[config.mk]
export PLATFORM = sky130hd
export DESIGN_NAME = dcss_selector
export DESIGN_NICKNAME = d
export VERILOG_FILES = /design/src/rtl/dcss_pkg.sv /design/src/rtl/dcss_selector.sv
export VERILOG_INCLUDE_DIRS = /design/src /design/src/rtl
export SDC_FILE = /design/constraint.sdc
export NUM_CORES = 1
export LEC_CHECK = 0
export BUFFER_PORTS_ARGS = -buffer_cell sky130_fd_sc_hd__buf_2
export CAP_MARGIN = 20
export CORE_MARGIN = 2
export CORE_UTILIZATION = 45
export CTS_CLUSTER_SIZE = 30
export DETAILED_ROUTE_END_ITERATION = 7
export PLACE_DENSITY = 0.65
export SYNTH_ARGS = -nofsm -noshare
export SYNTH_HDL_FRONTEND = slang
export SYNTH_SLANG_ARGS = --single-unit
[constraint.sdc]
create_clock -name i_core_clk -period 5.14 [get_ports i_core_clk]
set_clock_uncertainty 0.2 [all_clocks]
set_input_delay 0.771 -clock i_core_clk [delete_from_list [all_inputs] [get_ports i_core_clk]]
set_output_delay 0.771 -clock i_core_clk [all_outputs]
set_load 0.02 [all_outputs]
[src/rtl/dcss_defines.svh]
// Constants for the drive control signal selector.
// Assumes inclusion by its bare name from rtl/.
`ifndef DCSS_DEFINES_SVH
`define DCSS_DEFINES_SVH
// Source selection codes
`define DCSS_SRC_ON 10'h006
`define DCSS_SRC_OFF 10'h007
`define DCSS_SRC_IN1 10'h047
`define DCSS_SRC_IN2 10'h048
`define DCSS_SRC_IN3 10'h049
`define DCSS_SRC_IN4 10'h04A
`define DCSS_SRC_IN5 10'h04B
`define DCSS_SRC_HW_IN1 10'h20E
`define DCSS_SRC_HW_IN5 10'h212
`define DCSS_SRC_HW_MF1 10'h213
`define DCSS_SRC_HW_MF2 10'h214
`define DCSS_SRC_INV_LO 10'h219
`define DCSS_SRC_INV_HI 10'h220
// Reset values of the selections
`define DCSS_RST_SEL_FF1 10'h04A
`define DCSS_RST_SEL_DS1 10'h049
`define DCSS_RST_SEL_ACK 10'h04B
`define DCSS_RST_SEL_THERM 10'h214
`define DCSS_RST_MF_MODE 3'h3
// Multifunction digital modes
`define DCSS_MF_SINKING 3'h3
`define DCSS_MF_SOURCING 3'h4
// Control-location modes
`define DCSS_LOC_CONTACT 3'h0
`define DCSS_LOC_KEYPAD 3'h1
`define DCSS_LOC_KEYPAD_B 3'h3
`define DCSS_LOC_CONTACT_K 3'h4
`define DCSS_LOC_3WIRE 3'h5
// Control configurations with changeover
`define DCSS_CFG_FOC_A 10'h19A
`define DCSS_CFG_FOC_B 10'h262
// Function slot indices
`define DCSS_F_FUP 0
`define DCSS_F_FDN 1
`define DCSS_F_PUP 2
`define DCSS_F_PDN 3
`define DCSS_F_FF1 4
`define DCSS_F_FF2 5
`define DCSS_F_FF3 6
`define DCSS_F_FP1 7
`define DCSS_F_FP2 8
`define DCSS_F_JOG 9
`define DCSS_F_ACK 10
`define DCSS_F_THM 11
`define DCSS_F_NT 12
`define DCSS_F_DS1 13
`define DCSS_F_DS2 14
`define DCSS_NFUNC 15
`endif

[src/rtl/dcss_pkg.sv]
// Types for the drive control signal selector.
// Assumes dcss_defines.svh is in the include path.
package dcss_pkg;
  typedef logic [9:0] dcss_src_t;
  typedef enum logic [1:0] {
    DCSS_CTRL_SPEED,
    DCSS_CTRL_TORQUE
  } dcss_ctrl_e;
  typedef enum logic [1:0] {
    DCSS_MON_IDLE,
    DCSS_MON_SWITCH
  } dcss_mon_e;
endpackage : dcss_pkg

[src/rtl/dcss_selector.sv]
// Routes digital contacts and internal logic signals to drive functions.
// Assumes all inputs synchronous to i_core_clk; selections static-ish.
`timescale 1ns/1ns
`default_nettype none
`include "dcss_defines.svh"

// Notes on behaviour
// - Two set bits decode to sets one..four
// - Three bits index eight fixed frequencies
// - Two bits index four fixed percentages
// - Frequency potentiometer up/down pulses
// - Percentage potentiometer up/down pulses
// - Jog source level drives jog start
// - Acknowledge signal clears latched fault
// - Stop key resets only under keypad control
// - Input reset needs permission, a hardware input or an internal logic signal
// - Control word reset bit acknowledges fault
// - Thermocontact feeds motor temperature evaluation
// - Multifunction input digital in modes 3/4
// - Default thermocontact is multifunction input two
// - Changeover picks speed or torque controller
// - Changeover only in two configurations, monitored
// - Active set number is readable
// - Setup set zero writes all sets
// - Contacts evaluated only in contact modes; hardware variants in every mode
module dcss_selector (
  input wire logic i_core_clk,
  input wire logic i_rst,
  input wire logic [4:0] i_digital_inputs,
  input wire logic i_multifunction_input_one,
  input wire logic i_multifunction_input_two,
  input wire logic [2:0] i_mf1_mode,
  input wire logic [2:0] i_mf2_mode,
  input wire logic [15:0] i_logic_signals,
  input wire logic [2:0] i_ctrl_location,
  input wire logic [9:0] i_ctrl_config,
  input wire logic [`DCSS_NFUNC*10-1:0] i_source_sel,
  input wire logic i_fault_event,
  input wire logic i_stop_key,
  input wire logic i_ctrl_word_reset,
  input wire logic i_setup_write,
  input wire logic [2:0] i_setup_set,
  output logic o_freq_up,
  output logic o_freq_down,
  output logic o_pct_up,
  output logic o_pct_down,
  output logic [2:0] o_fixed_freq_index,
  output logic [1:0] o_fixed_pct_index,
  output logic o_jog_start,
  output logic o_fault_active,
  output logic o_thermo_contact,
  output logic o_torque_active,
  output logic o_changeover_busy,
  output logic [2:0] o_active_set,
  output logic [3:0] o_setup_set_we
);
  import dcss_pkg::*;

  // ----------------------------------------------------------------
  // Source mapping
  // ----------------------------------------------------------------
  wire logic contact_mode;
  wire logic keypad_mode;
  wire logic mf1_dig;
  wire logic mf2_dig;
  wire logic mf1_level;
  wire logic mf2_level;
  wire logic [`DCSS_NFUNC-1:0] func_level;
  wire logic [`DCSS_NFUNC-1:0] func_hw;

  assign contact_mode = (i_ctrl_location == `DCSS_LOC_CONTACT) ||
    (i_ctrl_location == `DCSS_LOC_CONTACT_K) ||
    (i_ctrl_location == `DCSS_LOC_3WIRE);
  assign keypad_mode = (i_ctrl_location == `DCSS_LOC_KEYPAD) ||
    (i_ctrl_location == `DCSS_LOC_KEYPAD_B) ||
    (i_ctrl_location == `DCSS_LOC_CONTACT_K);
  // Sinking mode: contact active at 0 V, so the pin is inverted
  assign mf1_dig = (i_mf1_mode == `DCSS_MF_SINKING) ||
    (i_mf1_mode == `DCSS_MF_SOURCING);
  assign mf2_dig = (i_mf2_mode == `DCSS_MF_SINKING) ||
    (i_mf2_mode == `DCSS_MF_SOURCING);
  assign mf1_level = mf1_dig & ((i_mf1_mode == `DCSS_MF_SINKING) ?
    ~i_multifunction_input_one : i_multifunction_input_one);
  assign mf2_level = mf2_dig & ((i_mf2_mode == `DCSS_MF_SINKING) ?
    ~i_multifunction_input_two : i_multifunction_input_two);

  genvar g;
  generate
    for (g = 0; g < `DCSS_NFUNC; g = g + 1) begin : g_func
      wire dcss_src_t sel;
      logic lvl;
      logic hw;
      logic [9:0] hwidx;
      logic [9:0] swidx;
      logic [9:0] invidx;
      assign sel = i_source_sel[g*10 +: 10];
      assign hwidx = sel - `DCSS_SRC_HW_IN1;
      assign swidx = sel - `DCSS_SRC_IN1;
      assign invidx = sel - `DCSS_SRC_INV_LO;
      always_comb begin
        lvl = 1'b0;
        hw = 1'b0;
        if (sel == `DCSS_SRC_ON) begin
          lvl = 1'b1;
        end else if (sel == `DCSS_SRC_OFF) begin
          lvl = 1'b0;
        end else if (sel >= `DCSS_SRC_IN1 && sel <= `DCSS_SRC_IN5) begin
          lvl = contact_mode & i_digital_inputs[swidx[2:0]];
        end else if (sel >= `DCSS_SRC_HW_IN1 &&
                     sel <= `DCSS_SRC_HW_IN5) begin
          lvl = i_digital_inputs[hwidx[2:0]];
          hw = 1'b1;
        end else if (sel == `DCSS_SRC_HW_MF1) begin
          lvl = mf1_level;
          hw = 1'b1;
        end else if (sel == `DCSS_SRC_HW_MF2) begin
          lvl = mf2_level;
          hw = 1'b1;
        end else if (sel >= `DCSS_SRC_INV_LO &&
                     sel <= `DCSS_SRC_INV_HI) begin
          // Inverted hardware variants, low active; the lowest code
          // mirrors a source that is no contact and so reads 0
          lvl = (invidx[2:0] != 3'h0 && invidx[2:0] < 3'h6) ?
            ~i_digital_inputs[invidx[2:0] - 3'h1] :
            (invidx[2:0] == 3'h6) ? ~mf1_level :
            (invidx[2:0] == 3'h7) ? ~mf2_level : 1'b0;
          hw = 1'b1;
        end else if (sel < 10'h010) begin
          // Internal logic signals are independent of control location
          lvl = i_logic_signals[sel[3:0]];
        end
      end
      assign func_level[g] = lvl;
      assign func_hw[g] = hw;
    end
  endgenerate

  // ----------------------------------------------------------------
  // Registered state
  // ----------------------------------------------------------------
  logic [`DCSS_NFUNC-1:0] level_q;
  logic fault_q;
  logic fault_d;
  dcss_ctrl_e ctrl_q;
  dcss_ctrl_e ctrl_d;
  dcss_mon_e mon_q;
  dcss_mon_e mon_d;
  logic [2:0] set_q;
  logic [2:0] set_d;
  logic [3:0] we_q;
  logic [3:0] we_d;
  logic stop_q;
  logic stop_rise;
  logic ack_rise;
  logic ack_ok;
  logic clear_fault;
  logic nt_allowed;
  wire logic ds1;
  wire logic ds2;

  assign ack_rise = func_level[`DCSS_F_ACK] & ~level_q[`DCSS_F_ACK];
  assign stop_rise = i_stop_key & ~stop_q;
  assign ack_ok = contact_mode | func_hw[`DCSS_F_ACK] |
    (i_source_sel[`DCSS_F_ACK*10 +: 10] < 10'h010);
  assign clear_fault = (ack_rise & ack_ok) |
    (stop_rise & keypad_mode) |
    i_ctrl_word_reset;
  // A new fault beats a simultaneous acknowledge
  assign fault_d = i_fault_event | (fault_q & ~clear_fault);

  assign nt_allowed = (i_ctrl_config == `DCSS_CFG_FOC_A) ||
    (i_ctrl_config == `DCSS_CFG_FOC_B);

  always_comb begin
    ctrl_d = ctrl_q;
    mon_d = DCSS_MON_IDLE;
    case (mon_q)
      DCSS_MON_IDLE: begin
        if (!nt_allowed) begin
          ctrl_d = DCSS_CTRL_SPEED;
        end else if (func_level[`DCSS_F_NT] !=
                     (ctrl_q == DCSS_CTRL_TORQUE)) begin
          mon_d = DCSS_MON_SWITCH;
        end
      end
      DCSS_MON_SWITCH: begin
        // One cycle of handover so both controllers see the transition
        ctrl_d = (nt_allowed && func_level[`DCSS_F_NT]) ? DCSS_CTRL_TORQUE :
          DCSS_CTRL_SPEED;
      end
      default: begin
        mon_d = DCSS_MON_IDLE;
      end
    endcase
  end

  assign ds1 = func_level[`DCSS_F_DS1];
  assign ds2 = func_level[`DCSS_F_DS2];
  // Gray order: 00->1, 10->2, 11->3, 01->4
  assign set_d = {1'b0, ds2, ds1 ^ ds2} + 3'h1;

  always_comb begin
    we_d = 4'h0;
    if (i_setup_write) begin
      if (i_setup_set == 3'h0) begin
        we_d = 4'hF;
      end else if (i_setup_set <= 3'h4) begin
        we_d = 4'h1 << (i_setup_set - 3'h1);
      end
    end
  end

  always_ff @(posedge i_core_clk) begin
    if (i_rst) begin
      level_q <= '0;
      fault_q <= 1'b0;
      ctrl_q <= DCSS_CTRL_SPEED;
      mon_q <= DCSS_MON_IDLE;
      set_q <= 3'h1;
      we_q <= 4'h0;
      stop_q <= 1'b0;
    end else begin
      level_q <= func_level;
      fault_q <= fault_d;
      ctrl_q <= ctrl_d;
      mon_q <= mon_d;
      set_q <= set_d;
      we_q <= we_d;
      stop_q <= i_stop_key;
    end
  end

  // ----------------------------------------------------------------
  // Outputs
  // ----------------------------------------------------------------
  assign o_freq_up = level_q[`DCSS_F_FUP] & ~level_q[`DCSS_F_FDN];
  assign o_freq_down = level_q[`DCSS_F_FDN] &
    ~level_q[`DCSS_F_FUP];
  assign o_pct_up = level_q[`DCSS_F_PUP] & ~level_q[`DCSS_F_PDN];
  assign o_pct_down = level_q[`DCSS_F_PDN] &
    ~level_q[`DCSS_F_PUP];
  assign o_fixed_freq_index = {level_q[`DCSS_F_FF3], level_q[`DCSS_F_FF2],
    level_q[`DCSS_F_FF1]};
  assign o_fixed_pct_index = {level_q[`DCSS_F_FP2],
    level_q[`DCSS_F_FP1]};
  assign o_jog_start = level_q[`DCSS_F_JOG];
  assign o_thermo_contact = level_q[`DCSS_F_THM];
  assign o_fault_active = fault_q;
  assign o_torque_active = (ctrl_q == DCSS_CTRL_TORQUE);
  assign o_changeover_busy = (mon_q == DCSS_MON_SWITCH);
  assign o_active_set = set_q;
  assign o_setup_set_we = we_q;

  // ----------------------------------------------------------------
  // Checks
  // ----------------------------------------------------------------
  property p_set_decode;
    @(posedge i_core_clk) disable iff (i_rst)
    1'b1 |=> o_active_set == ($past(ds1) ? ($past(ds2) ? 3'h3 : 3'h2) :
      ($past(ds2) ? 3'h4 : 3'h1));
  endproperty
  a_set_decode: assert property (p_set_decode)
    else $error("active set decode wrong");

  property p_ff_index;
    @(posedge i_core_clk) disable iff (i_rst)
    1'b1 |=> o_fixed_freq_index == {$past(func_level[`DCSS_F_FF3]),
      $past(func_level[`DCSS_F_FF2]), $past(func_level[`DCSS_F_FF1])};
  endproperty
  a_ff_index: assert property (p_ff_index)
    else $error("fixed frequency index wrong");

  property p_fp_index;
    @(posedge i_core_clk) disable iff (i_rst)
    1'b1 |=> o_fixed_pct_index == {$past(func_level[`DCSS_F_FP2]),
      $past(func_level[`DCSS_F_FP1])};
  endproperty
  a_fp_index: assert property (p_fp_index)
    else $error("fixed percent index wrong");

  property p_pot_excl;
    @(posedge i_core_clk) disable iff (i_rst)
    !(o_freq_up && o_freq_down) && !(o_pct_up && o_pct_down);
  endproperty
  a_pot_excl: assert property (p_pot_excl)
    else $error("potentiometer up and down together");

  property p_fault_clear;
    @(posedge i_core_clk) disable iff (i_rst)
    (fault_q && i_ctrl_word_reset && !i_fault_event) |=> !o_fault_active;
  endproperty
  a_fault_clear: assert property (p_fault_clear)
    else $error("control word reset ignored");

  property p_key_gate;
    @(posedge i_core_clk) disable iff (i_rst)
    (fault_q && !keypad_mode && !i_fault_event && !i_ctrl_word_reset &&
     !(ack_rise && ack_ok)) |=> o_fault_active;
  endproperty
  a_key_gate: assert property (p_key_gate)
    else $error("fault cleared without permission");

  property p_nt_gate;
    @(posedge i_core_clk) disable iff (i_rst)
    (!nt_allowed ##1 !nt_allowed) |-> !o_torque_active;
  endproperty
  a_nt_gate: assert property (p_nt_gate)
    else $error("torque active outside allowed configuration");

  property p_setup_all;
    @(posedge i_core_clk) disable iff (i_rst)
    (i_setup_write && i_setup_set == 3'h0) |=> o_setup_set_we == 4'hF;
  endproperty
  a_setup_all: assert property (p_setup_all)
    else $error("set zero did not write all sets");

  property p_const_off;
    @(posedge i_core_clk) disable iff (i_rst)
    (i_source_sel[`DCSS_F_JOG*10 +: 10] == `DCSS_SRC_OFF) |=> !o_jog_start;
  endproperty
  a_const_off: assert property (p_const_off)
    else $error("constant off source seen active");

  property p_jog_level;
    @(posedge i_core_clk) disable iff (i_rst)
    1'b1 |=> o_jog_start == $past(func_level[`DCSS_F_JOG]);
  endproperty
  a_jog_level: assert property (p_jog_level)
    else $error("jog start does not follow its source");

  property p_thermo_feed;
    @(posedge i_core_clk) disable iff (i_rst)
    1'b1 |=> o_thermo_contact == $past(func_level[`DCSS_F_THM]);
  endproperty
  a_thermo_feed: assert property (p_thermo_feed)
    else $error("thermocontact does not follow its source");

  property p_fault_set;
    @(posedge i_core_clk) disable iff (i_rst)
    i_fault_event |=> o_fault_active;
  endproperty
  a_fault_set: assert property (p_fault_set)
    else $error("fault event not latched");

  property p_ack_clear;
    @(posedge i_core_clk) disable iff (i_rst)
    (fault_q && ack_rise && ack_ok && !i_fault_event) |=> !o_fault_active;
  endproperty
  a_ack_clear: assert property (p_ack_clear)
    else $error("permitted acknowledge did not clear fault");

  property p_busy_once;
    @(posedge i_core_clk) disable iff (i_rst)
    o_changeover_busy |=> !o_changeover_busy;
  endproperty
  a_busy_once: assert property (p_busy_once)
    else $error("changeover busy longer than one cycle");
endmodule : dcss_selector
`default_nettype wire

==> flow_summary.yaml, run 1 <==
run_status:
  status: "finished, final reports clean"
critical_path:
  path_buf_inv: 2
  crit_path_end_kind: "flop"
  max_stage_delay_ns: 0.52
  path_cells: "buf_2, ha_1, nand2b_1, a2111oi_0, o21ai_0, o311a_1, or4_1, a31oi_1, ha_1, inv_1, nor3_1, mux2i_1, o21ai_1"
  cp_max_fo: 18
  worstSetupPathType: "primary input to flop"
  crit_slowest_cell: "or4_1"
  crit_top_cell: "ha_1"
  cp.required_ns: 5.09
  worstSetupStartpointType: "primary input"
  worstPathArrival_ns: 3.66
  crit_family: "compound AO/OA/AOI/OAI gates"
logic_synthesis:
  yosysTopAreaCell: "mux4_2"
  synthFlopType: "dfxtp_1"
  syn_inst: 1304
  synth_common_cells: "nand2_1, ha_1, clkbuf_1"
  async_flop_share_pct: 0
  synth.area.top_cells: "mux4_2, ha_1, dfxtp_1"
  syn_nets: 1604
  post-synth-top-count-cell: "nand2_1"
  ys_seq_area_share_pct: 4.50
  synth.ff_latch_count: 23
  synth_cell_types: 86
  syn_area_per_cell_um2: 7.84
  synth_edf_count: 0
  synth_top_area_share_pct: 18.7
  synth_area_um2: 10200
  yosysWarnings: 0
placement:
  dp_hpwl_mm: 24.8
  dp_cells: 1701
  port_buffers: 221
  routabilityCongestion: 0.965
clocking:
  cts_made_buffers: 3
  htree_levels: 1
  cts.clk_slew.worst_paths_ns: 0.09
  post_cts_buffers: 0
  cts_tree: "yes"
  cts-root-buf: "clkbuf_16"
  hold_buffers: 0
  cts-resized-gates: 0
  clock_sinks: 23
  clk_latency_ns: 0.28
  cts_buffer_depth: 2
die:
  num_rows: 55
  pin_count: 222
  die_h_um: 155
  initial_utilization_pct: 45.4
  die_w_um: 155
  fp.dieArea_um2: 23900
  core_um2: 22500
timing:
  rsz0062_at_grt: "no"
  clock.fmax_ghz: 0.270
  tightest_slew_ns: 0.828
  period_share_pct: 72.1
  setup_viol: 0
  report.final.slew_viol_count: 0
  hold_violations: 0
  period_needed_ns: 3.71
  totalNegativeSetupSlack_ns: 0
  max_slew_margin_pct: 44.8
drt:
  ant_nets: 0
  routedWlPerCell_um: 20.3
  drt_first_iter_violations: 1042
  routed_wl_mm: 34.6
  via_per_inst: 6.53
  vias: 11200
  drt-pass1-iter-count: 5
  drc: 0
pwr:
  p_sw_share_pct: 47.0
  p_per_area_nw_per_um2: 108
  p_int_uw: 653
  static-leakage-power_nw: 4.59
  p_sw_uw: 578
  power.share.clock_pct: 16.9
  combPwrFrac_pct: 68.2
  seqPwrFrac_pct: 14.9
  ir_drop_uv: 126
global_routing:
  grt_max_degree: 41
  grt-ovfl-total: 0
  antenna_found_initial: 4
  grt_pass1_vias: 10200
  grt_pass1_wl_mm: 54.1
  grtUsageTotal_pct: 27.9
flow_run:
  max_cap_viol_count: 0
layout:
  drive_above_1_share_pct: 24.6
  nets: 1721
  final_cell_count_no_fill: 1708
  area_growth_pct: 11.0
min_path:
  hold_class: "flop to flop"
## area by class of cell
class	instances	area (um2)
repair buffers	228	1160
well taps	285	357
multi-input cells	1099	9040
diodes	3	7.51
inverters	66	248
clock buffers	3	75.1
fillers	2195	11100
flip-flops and latches	23	460
clock inverters	1	5.00
## through the flow
stage	cell area [um2]	hold slack [ns]	setup slack [ns]	power, mW	util (%)
2_1_floorplan	10200	0.360	1.29	0.755	-
3_3_place_gp	11300	0.255	1.27	0.999	50.1
3_5_place_dp	11300	0.261	1.17	1.01	50.1
4_1_cts	11300	0.273	1.46	1.22	50.4
5_1_grt	11400	0.285	1.13	1.31	50.4
6_report	11400	0.273	1.43	1.23	50.5
## kinds of logic (layout without fill, tap and decap cells)
kind of cell / Yosys count / in the layout / synth area share [%]
compound gates: 314 / 314 / 20.4
simple gates: 510 / 510 / 27.8
buf+inv: 182 / 298 / 7.10
other cells: 0 / 3 / 0
fa+ha+maj: 99 / 99 / 12.1
mux: 141 / 141 / 25.1
xor+xnor: 35 / 35 / 3.00
flops: 23 / 23 / 4.50
## sequential cells by signal, summed over array words and instances (netlist names)
| name | cells |
|---|---|
| ctrl_q | 1 |
| level_q | 12 |
| mon_q | 1 |
| o_active_set | 3 |
| o_fault_active | 1 |
| o_setup_set_we | 4 |
| stop_q | 1 |
## power by group through the flow
stage | combinational [mW] | clock [mW] | sequential (mW)
after floorplan | 0.566 | 0 | 0.189
after global placement | 0.812 | 0 | 0.187
after detailed placement | 0.821 | 0 | 0.187
after CTS | 0.825 | 0.213 | 0.183
after global routing | 0.911 | 0.217 | 0.183
final | 0.840 | 0.209 | 0.183
## layer usage
| metal | GRT usage, % | vias to the layer above | routed length [um] |
|---|---|---|---|
| li1 | - | 5242 | - |
| met5 | 0 | - | 13 |
| met4 | 7.01 | 2 | 864 |
| met3 | 5.55 | 67 | 3320 |
| met1 | 38.0 | 5269 | 14900 |
| met2 | 45.5 | 576 | 15500 |
## final timing paths
path / endpoint / depth (start not counted) / from / slack, ns
worst min-delay path: mon_q[0] / 1 / mon_q[0] / 0.27
worst max-delay path: o_active_set[1] / 13 / i_source_sel[140] / 1.43
worst min register to register: mon_q[0] / 1 / mon_q[0] / 0.27
worst max register to register: o_fault_active / 3 / stop_q / 3.74
## cell usage in the layout, fill, tap and decap left out, types with 9 or more instances in the layout
cell and n:
xnor2_1 25, a211oi_1 13, dfxtp_1 23, ha_1 99, buf_2 221, o22ai_1 11
o31ai_1 11, a21oi_1 55, nand3_1 40, or4_1 9, mux4_2 85, a31oi_1 32
nand4_1 14, nor3b_1 24, nand3b_1 14, nor2_1 85, o211ai_1 16, nor2b_1 40
nor4b_1 16, or3_1 9, nand2_1 110, and3_1 11, nor4_1 18, mux2_2 10
o21ai_1 11, nand2b_1 15, nor3_1 47, inv_1 64, xor2_1 10, o21ai_0 69
mux2i_1 41
Power figures use the tool's default switching activity.
==> run 2: changes to the inputs <==
- PLACE_DENSITY: 0.65 -> 0.68
- clock period: 5.14 -> 3.3 ns (I/O delays scaled with it)
==> run 2 against run 1 <==
First-iteration DRC count increased by 0.29%. Critical path depth decreased by 1. Global-route usage increased by 1.1 points. Register-to-register slack got worse by 1.9 ns. Setup slack worse by 1.2 ns. Combinational power up 63%. Critical path type unchanged.
==> flow_summary.yaml, run 2 (synthesis gave the netlist of run 1 again) <==
run_status:
  status: "finished, final reports clean"
layout:
  area_growth_pct: 15.7
  nets: 1781
  drive_above_1_share_pct: 28.0
  final_common_cell: "buf_2"
  multi_input_area_um2: 9060
  top_register: "level_q"
  ff_latch_area_um2: 460
  layout_common_cells: "buf_2, nand2_1, ha_1"
  largest_register_ffs: 12
  fillers: 2183
timing:
  hold_violations: 0
  period_needed_ns: 3.05
  tightest_slew_ns: 0.685
  period_share_pct: 92.4
  setup_viol: 0
  report.final.slew_viol_count: 0
  totalNegativeSetupSlack_ns: 0
  max_slew_margin_pct: 53.1
  clock.fmax_ghz: 0.328
  setup_slack_ns: 0.251
  rsz0062_at_grt: "no"
global_routing:
  antenna_found_initial: 4
  grt_pass1_vias: 10700
  grt-ovfl-total: 0
  grt_max_degree: 26
  grtUsageTotal_pct: 29.0
  grt_pass1_wl_mm: 56.1
critical_path:
  worstSetupStartpointType: "primary input"
  cp.required_ns: 3.28
  worstSetupPathType: "primary input to flop"
  cp_max_fo: 4
  reg2reg_depth: 3
  rr_startpoint: "stop_q"
  r2r-end: "o_fault_active"
  reg2reg_slack_ns: 1.82
  crit_path_start: "i_source_sel[144]"
  worstPathArrival_ns: 3.03
  crit_path_end_kind: "flop"
clocking:
  post_cts_buffers: 0
  cts-resized-gates: 0
  clk_latency_ns: 0.29
  clock_sinks: 23
  cts-root-buf: "clkbuf_16"
  cts_buffer_depth: 2
  cts_tree: "yes"
  cts_made_buffers: 3
  htree_levels: 1
  cts.clk_slew.worst_paths_ns: 0.10
  hold_buffers: 0
pwr:
  static-leakage-power_nw: 4.88
  ir_drop_uv: 168
  p_per_area_nw_per_um2: 168
placement:
  port_buffers: 221
  pre_cts_slack_ns: -0.0563
  dp_hpwl_mm: 26.8
  routabilityCongestion: 0.965
drt:
  via_per_inst: 6.46
  drt-pass1-iter-count: 8
  vias: 11400
  routedWlPerCell_um: 20.1
  routed_wl_mm: 35.6
  drc: 0
  ant_nets: 0
  drt_first_iter_violations: 1045
die:
  die_w_um: 155
  fp.dieArea_um2: 23900
  pin_count: 222
  num_rows: 55
  core_um2: 22500
  die_h_um: 155
  initial_utilization_pct: 45.4
min_path:
  holdPathEnd: "stop_q"
  min_from: "i_stop_key"
  holdPathStages: 2
  hold_class: "primary input to flop"
flow_run:
  max_cap_viol_count: 0
[run 2: metal layers]
metal  GRT usage [%]  vias up  share of wire, %
met4            8.73        2               3.0
met3            5.21       78                11
met2            48.2      672                45
li1                -     5361                 -
met1            38.7     5312                40
met5               0        -             0.037
[run 2: worst max path at each step]
stage,endpoint,slack [ns],cells past startpoint
3_3_place_gp,o_active_set[1],-0.05,12
3_5_place_dp,o_active_set[1],-0.06,12
2_1_floorplan,o_active_set[1],0.01,15
5_1_grt,o_active_set[1],0.03,15
6_report,o_active_set[1],0.25,12
4_1_cts,o_active_set[1],0.24,14
[run 2: critical path: stages]
cell	delay [ns]
buf_2	0.11
or4_4	0.54
nor3_2	0.15
nand3_1	0.09
o311a_1	0.31
or4_1	0.52
a31oi_1	0.20
ha_1	0.26
inv_2	0.07
nor3_1	0.05
mux2i_1	0.15
o21ai_1	0.08
[run 2: final cells by class]
| type | count | share of cell area, % |
|---|---|---|
| diodes | 3 | 0.0635 |
| clock buffers | 3 | 0.635 |
| clock inverters | 1 | 0.0423 |
| inverters | 66 | 2.09 |
| multi-input cells | 1099 | 76.6 |
| flip-flops and latches | 23 | 3.89 |
| well taps | 285 | 3.01 |
| repair buffers | 288 | 13.7 |
[run 2: where the power goes]
group / switching, mW / internal (mW)
Combinational: 0.755 / 0.616
Sequential: 0.00215 / 0.283
Clock: 0.168 / 0.166
Total: 0.925 / 1.06
[run 2: per-stage QoR]
| step | instance area (um2) | utilization [%] | std cells | total power [mW] | hold WS (ns) |
|---|---|---|---|---|---|
| floorplan | 10200 | - | 1304 | 1.18 | 0.360 |
| detailed placement | 11700 | 52.1 | 1761 | 1.63 | 0.270 |
| finish | 11800 | 52.6 | 1768 | 1.99 | 0.247 |
| global route | 11800 | 52.6 | 1766 | 2.11 | 0.271 |
| CTS | 11800 | 52.5 | 1765 | 1.97 | 0.241 |
| global placement | 11700 | 52.1 | 1761 | 1.61 | 0.261 |
